## config.mk

```make
export PLATFORM = sky130hd
export DESIGN_NAME = rwt_timer
export DESIGN_NICKNAME = d
export VERILOG_FILES = /design/src/logic/rwt_pkg.sv /design/src/logic/rwt_timer.sv
export SDC_FILE = /design/constraint.sdc
export NUM_CORES = 1
export LEC_CHECK = 0
export BUFFER_PORTS_ARGS = -buffer_cell sky130_fd_sc_hd__buf_2
export CAP_MARGIN = 20
export CELL_PAD_IN_SITES_DETAIL_PLACEMENT = 0
export CELL_PAD_IN_SITES_GLOBAL_PLACEMENT = 1
export CORE_UTILIZATION = 36
export DETAILED_ROUTE_END_ITERATION = 8
export MAX_ROUTING_LAYER = met4
export PLACE_DENSITY = 0.81
export SLEW_MARGIN = 5
export SYNTH_ARGS = -nofsm -noshare
export SYNTH_HDL_FRONTEND = slang
export SYNTH_SLANG_ARGS = --single-unit
export TNS_END_PERCENT = 5
```

## constraint.sdc

```tcl
create_clock -name clk -period 1.51 [get_ports clk]
set_input_delay 0.0755 -clock clk [delete_from_list [all_inputs] [get_ports clk]]
set_output_delay 0.0755 -clock clk [all_outputs]
set_load 0.005 [all_outputs]
```

## src/logic/rwt_pkg.sv

```systemverilog
`default_nettype none
package rwt_pkg;
  localparam int unsigned WIDTH      = 8;
  localparam logic [7:0]  RELOAD_RST = 8'hff;
  localparam logic [7:0]  COUNT_RST  = 8'hff;
  localparam logic        SEL_BOTH   = 1'b0;
  localparam logic        SEL_RELOAD = 1'b1;
  localparam logic        SEL_RST    = 1'b0;
endpackage
`default_nettype wire

```

## src/logic/rwt_timer.sv

```systemverilog
// Notes on behaviour
// Prescaler on count tick, timer on underflow
// Each stage has reload and counter
// Running writes steered by write select
// Prescaler counter loads only on tick
// Timer counter loads only on prescaler underflow
// Counter read shows old value until sync
// Reload-only writes land at stage reloads
// Select 0 both, 1 reload only
// Decrement, reload on underflow, keep counting
// Stopped writes load reload and counter
// Software starts with 1, stops with 0
// Pending flag per stage until transfer
`timescale 1ns/1ps
`default_nettype none
module rwt_timer (
  input  wire logic       clk,
  input  wire logic       rst,
  input  wire logic       count_tick,
  input  wire logic       count_run_bit,
  input  wire logic       reload_write_select,
  input  wire logic       pre_wr,
  input  wire logic       tmr_wr,
  input  wire logic [7:0] wr_data,
  output logic      [7:0] prescaler_value,
  output logic      [7:0] timer_stage_value,
  output logic      [7:0] prescaler_reload,
  output logic      [7:0] timer_reload,
  output logic            pre_pending,
  output logic            tmr_pending,
  output logic            pre_underflow,
  output logic            tmr_underflow
);
  typedef struct packed {
    logic [7:0] pre_rel;
    logic [7:0] pre_cnt;
    logic [7:0] tmr_rel;
    logic [7:0] tmr_cnt;
    logic       pre_pend;
    logic       tmr_pend;
    logic       pre_uf;
    logic       tmr_uf;
  } rwt_state_t;

  rwt_state_t st;
  rwt_state_t next_st;

  logic run_tick;
  logic pre_zero;
  logic tmr_step;
  logic tmr_zero;

  assign run_tick = count_run_bit && count_tick;
  assign pre_zero = (st.pre_cnt == 8'h00);
  assign tmr_step = run_tick && pre_zero;
  assign tmr_zero = (st.tmr_cnt == 8'h00);

  // One stage's counter on its sync event: a pending transfer and an
  // underflow both take the reload value, otherwise count down
  function automatic logic [7:0] rwt_sync_count(
    input logic [7:0] cnt,
    input logic [7:0] rel,
    input logic       pend
  );
    if (cnt == 8'h00 || pend) begin
      return rel;
    end
    return cnt - 8'h01;
  endfunction

  // Write-select decode shared by both stages
  function automatic logic rwt_arms_transfer(input logic sel);
    return sel == rwt_pkg::SEL_BOTH;
  endfunction

  always_comb begin
    next_st = st;
    next_st.pre_uf = 1'b0;
    next_st.tmr_uf = 1'b0;
    // Prescaler stage: pending value enters only on a tick
    if (run_tick) begin
      next_st.pre_cnt  = rwt_sync_count(st.pre_cnt, st.pre_rel,
                                        st.pre_pend);
      next_st.pre_pend = 1'b0;
      next_st.pre_uf   = pre_zero;
    end
    // Timer stage: steps and loads only on prescaler underflow
    if (tmr_step) begin
      next_st.tmr_cnt  = rwt_sync_count(st.tmr_cnt, st.tmr_rel,
                                        st.tmr_pend);
      next_st.tmr_pend = 1'b0;
      next_st.tmr_uf   = tmr_zero;
    end
    // Writes come last so that a write meeting a transfer still pends
    if (pre_wr) begin
      next_st.pre_rel = wr_data;
      if (!count_run_bit) begin
        next_st.pre_cnt  = wr_data;
        next_st.pre_pend = 1'b0;
      end else if (rwt_arms_transfer(reload_write_select)) begin
        next_st.pre_pend = 1'b1;
      end
    end
    if (tmr_wr) begin
      next_st.tmr_rel = wr_data;
      if (!count_run_bit) begin
        next_st.tmr_cnt  = wr_data;
        next_st.tmr_pend = 1'b0;
      end else if (rwt_arms_transfer(reload_write_select)) begin
        next_st.tmr_pend = 1'b1;
      end
      // Reload-only writes simply wait for the next underflow
    end
  end

  always_ff @(posedge clk or posedge rst) begin
    if (rst) begin
      st <= '{rwt_pkg::RELOAD_RST, rwt_pkg::COUNT_RST,
              rwt_pkg::RELOAD_RST, rwt_pkg::COUNT_RST,
              1'b0, 1'b0, 1'b0, 1'b0};
    end else begin
      st <= next_st;
    end
  end

  assign prescaler_value   = st.pre_cnt;
  assign timer_stage_value = st.tmr_cnt;
  assign prescaler_reload  = st.pre_rel;
  assign timer_reload      = st.tmr_rel;
  assign pre_pending       = st.pre_pend;
  assign tmr_pending       = st.tmr_pend;
  assign pre_underflow     = st.pre_uf;
  assign tmr_underflow     = st.tmr_uf;
endmodule
`default_nettype wire

```

# ---- Word-level counts from Yosys, hierarchy flattened
# Cells that the tools add are included.
dict set report op_classes {
  add_sub_neg 2
  mul 0
  div_mod_pow 0
  order_cmp 0
  n_eq_ne 0
  n_shift 0
  n_mux 24
  bitwise 0
  n_reduce_logical 6
}
# operator n
set ops {}
lappend ops {{two-way mux 8 bit} 10}
lappend ops {{zero test 8 bit} 2}
lappend ops {{subtractor 8 x 1 -> 8 bit, second input constant} 2}
lappend ops {{two-way mux 1 bit} 14}
lappend ops {{logical AND 1 bit} 2}
lappend ops {{logical OR 1 bit} 2}
dict set report word_totals {
  regBits 36
  latchBits 0
  mem_bits_rw 0
  mem_bits_ro 0
  input_bits 15
  output_inout_bits 36
  word_cells 40
  mem_count 0
}

# ---- Depth between registers and ports, before layout
dict set report depth {
  word_depth 8
  ltp_mapped 8
  ltp_nobuf 7
}

# ---- Worst setup path after synthesis
# No wires, ideal clock.
dict set report synth_timing {
  path_kind {reg-to-reg}
  from {register st, in the netlist timer_stage_value[0]}
  to {register st, in the netlist timer_stage_value[2]}
  setup_time_ns 0.061
  t_arrival_ns 1.636
  setup_slack_ns -0.187
  path_stages_with_launch 9
  path_buffers 1
  period_less_slack_ns 1.697
  cell_sequence {dfstp_2 -> inv_1 -> ha_1 -> nor3b_1 -> a21oi_2 -> buf_6 -> nor2_1 -> a211oi_1 -> a221o_1}
}
# element line
set synth_lines {}
lappend synth_lines {{start: declaration} rwt_timer.sv:45} ;# rwt_state_t st;
lappend synth_lines {{start signal: assignment} rwt_timer.sv:118} ;# st <= '{rwt_pkg::RELOAD_RST, rwt_pkg::COUNT_RST,
lappend synth_lines {{start signal: assignment} rwt_timer.sv:122} ;# st <= next_st;

==> metrics.md <==
| Metric | Value |
|---|---|
| Via count | 1785 |
| Tmin final | 1.62 ns |
| GR Util met1 | 0.248 |
| TritonCTS clock tree | built |
| Worst slew pin tran | 0.455 ns |
| Io pins | 51 |
| WL/cell | 15.3 um |
| Hold slack | 0.0349 ns |
| First-pass iteration count of the detailed router | 4 |
| Worst R2R End | timer_stage_value[2] |
| Syn nets | 207 |
| Total number of H-tree levels | 2 |
| Outcome | complete, but fails checks |
| Final net count | 291 |
| GRT overflow | 0 |
| Most common cell after layout, fill and taps aside | buf_2 |
| Detailed placement HPWL | 3960 um |
| Worst setup path start | timer_stage_value[0] |
| Failing checks | setup timing |
| Antenna Cells | 0 |
| Busiest grt layer | met2 |
| Slew margin rel. | 0.697 |
| Vias per inst | 5.20 |
| Worst-path clk slew | 0.07 ns |
| Residual DRC | 0 |
| Psw | 883 uW |
| Port Buffers | 50 |
| Synthesized area | 1980 um^2 |
| Reg2Reg Depth | 8 |
| Yosys cell types | 43 |
| Clk Latency, worst-skew pair | 0.29 ns |
| Largest net degree at the start of global routing | 37 |
| Reg-to-reg critical path startpoint | timer_stage_value[0] |
| Avg Cell Area, Syn | 10.5 um^2 |
| Die W | 76.2 um |
| Clock Tree Buf Depth | 2 |
| Sw Ratio | 0.302 |
| Util after Layout | 0.524 |
| Worst Hold Class | input pin to register |
| RSZ-0062 raised after global routing | yes |
| Power per cell area | 1070 nW/um^2 |
| GRT Overall Usage | 0.198 |
| Final worst slack | -0.115 ns |
| Skew final | 0.00416 ns |
| TritonCTS Sinks | 36 |
| Post CTS Setup Buffer Count | 0 |
| Initial DRC count | 65 |
| Setup crit start kind | register |
| Hold Fails Final Rpt | 0 |
| Root buf cell | clkbuf_8 |
| Hold path start | count_run_bit |
| Post-synth top flop | dfstp_2 |
| Critical path class | register to register |
| Lkg Pwr | 0.00120 uW |
| WHS Endpoint | pre_pending |
| Worst R2R Setup Slack | -0.11 ns |
| Met3 usage | 0.0455 |
| Logic gate share of total power | 0.303 |
| Clk network pwr share | 0.253 |
| Die Area | 5810 um^2 |
| ANT nets after route | 0 |
| Max Cap Violations | 0 |
| Share of cells above drive strength 1 | 0.590 |
| Post-Syn Instances | 189 |
| #FFs+latches synth | 36 |
| Fin crit share | 1.08 |
| Met2 Use GR | 0.320 |
| Filler instances | 498 |
| Cell internal pwr | 2040 uW |
| Initial antenna violation count | 0 |
| Area delta synth->final | 37.5% |
| Warnings from Yosys | 0 |
| Number of flops mapped to enable cells by yosys | 0 |
| GPL Wtd Cong | 0.865 |
| Final slew viol count | 0 |
| CTS Buf Count | 5 |
| Row count | 26 |
| Area of the core | 5200 um^2 |
| WP data arrival | 1.85 ns |
| First-pass GRT wire length | 8760 um |
| Maximum vdd ir drop | 0.561 mV |
| Vias in the first global route | 1775 |
| Final Cell Area | 2730 um^2 |
| Die Y | 76.2 um |
| Register area share after synthesis | 0.474 |
| Hold Path Stages | 2 |
| Req. time, crit path | 1.74 ns |
| Placed Area | 2580 um^2 |
| Asr flop ratio synth | 1.00 |
| Flop pwr share | 0.444 |
| FMAX | 615 MHz |
| Final setup violation count | 12 |
| CP max FO | 11 |
| Most frequent cells in the layout | buf_2 (50), buf_4 (32), dfstp_2 (32) |
| Starting Density | 0.381 |
| Post-Route WL | 5240 um |
| CP endpoint kind | register |
## critical path, cell delays in order, from the launching register on
cell and delay, ns:
dfstp_2 0.54, inv_2 0.06, ha_4 0.15, nor3b_4 0.15
a21oi_2 0.14, buf_6 0.16, nor2_1 0.05, a211oi_1 0.18
a221o_1 0.14
## Yosys cell counts, drive strengths merged, types with 3 or more instances
master | instances | area share
dfstp | 32 | 0.42
a21oi | 17 | 0.045
mux2 | 17 | 0.096
nor2 | 17 | 0.036
nand2 | 11 | 0.021
o22ai | 10 | 0.032
inv | 9 | 0.017
o21ai | 6 | 0.015
buf | 5 | 0.018
xnor2 | 5 | 0.022
a31oi | 4 | 0.013
clkbuf | 4 | 0.0082
dfrtp | 4 | 0.050
nor2b | 4 | 0.013
a211oi | 3 | 0.011
a221o | 3 | 0.015
and3 | 3 | 0.010
ha | 3 | 0.019
nand2b | 3 | 0.0095
nor3 | 3 | 0.0076
o211ai | 3 | 0.011
## flip-flops by register name, indices dropped and copies added, names as in the netlist
name               count
tmr_underflow          1
timer_reload           8
prescaler_reload       8
tmr_pending            1
pre_underflow          1
pre_pending            1
prescaler_value        8
timer_stage_value      8
## power groups by stage
stage,Clock [uW],Sequential [uW],Combinational (uW)
floorplan,0,1340,419
global placement,0,1300,845
detailed placement,0,1300,866
CTS,768,1300,881
global route,806,1320,985
finish,738,1300,885
## area by class of cell
type | instances | area (um^2) | area share
Clock buffer | 7 | 96.3 | 0.0353
Inverter | 10 | 42.5 | 0.0156
Multi-Input combinational cell | 134 | 1030 | 0.376
Sequential cell | 36 | 941 | 0.345
Tap cell | 70 | 87.6 | 0.0321
Timing Repair Buffer | 86 | 534 | 0.196
## kinds of logic after synthesis
| kind of cell | Yosys count | share of synthesized area |
|---|---|---|
| flops | 36 | 0.474 |
| fa+ha+maj | 3 | 0.0189 |
| simple gates | 51 | 0.147 |
| buf+inv | 19 | 0.0479 |
| xor+xnor | 7 | 0.0309 |
| mux | 19 | 0.107 |
| compound gates | 54 | 0.175 |
## metrics by stage
step           cells  power [uW]  TNS (ns)  setup WS (ns)
3_3_place_gp     335        2150    -0.171        -0.0488
4_1_cts          343        2950    -0.567         -0.120
5_1_grt          343        3110     -1.78         -0.203
3_5_place_dp     335        2170    -0.739         -0.147
6_report         343        2920    -0.547         -0.115
2_1_floorplan    189        1760    -0.373        -0.0822
## layer usage
metal,up-vias,wire [um],share of wire
met5,-,0,0
met4,0,57,0.011
met3,6,281,0.054
met2,49,2540,0.48
met1,876,2360,0.45
li1,854,-,-
## repair_timing
action,CTS,global route
pin swaps,6,1
resized for setup,6,6
hold endpoints to repair,4,0
hold buffers,1,0
setup endpoints to repair,14,18
gates cloned,0,0
## worst max-delay path by stage
stage	depth (start not counted)	endpoint
5_1_grt	8	timer_stage_value[2]
2_1_floorplan	8	prescaler_value[3]
3_5_place_dp	8	timer_stage_value[3]
6_report	8	timer_stage_value[2]
3_3_place_gp	6	timer_stage_value[6]
4_1_cts	8	timer_stage_value[2]
(Power assumes the default switching activity.)
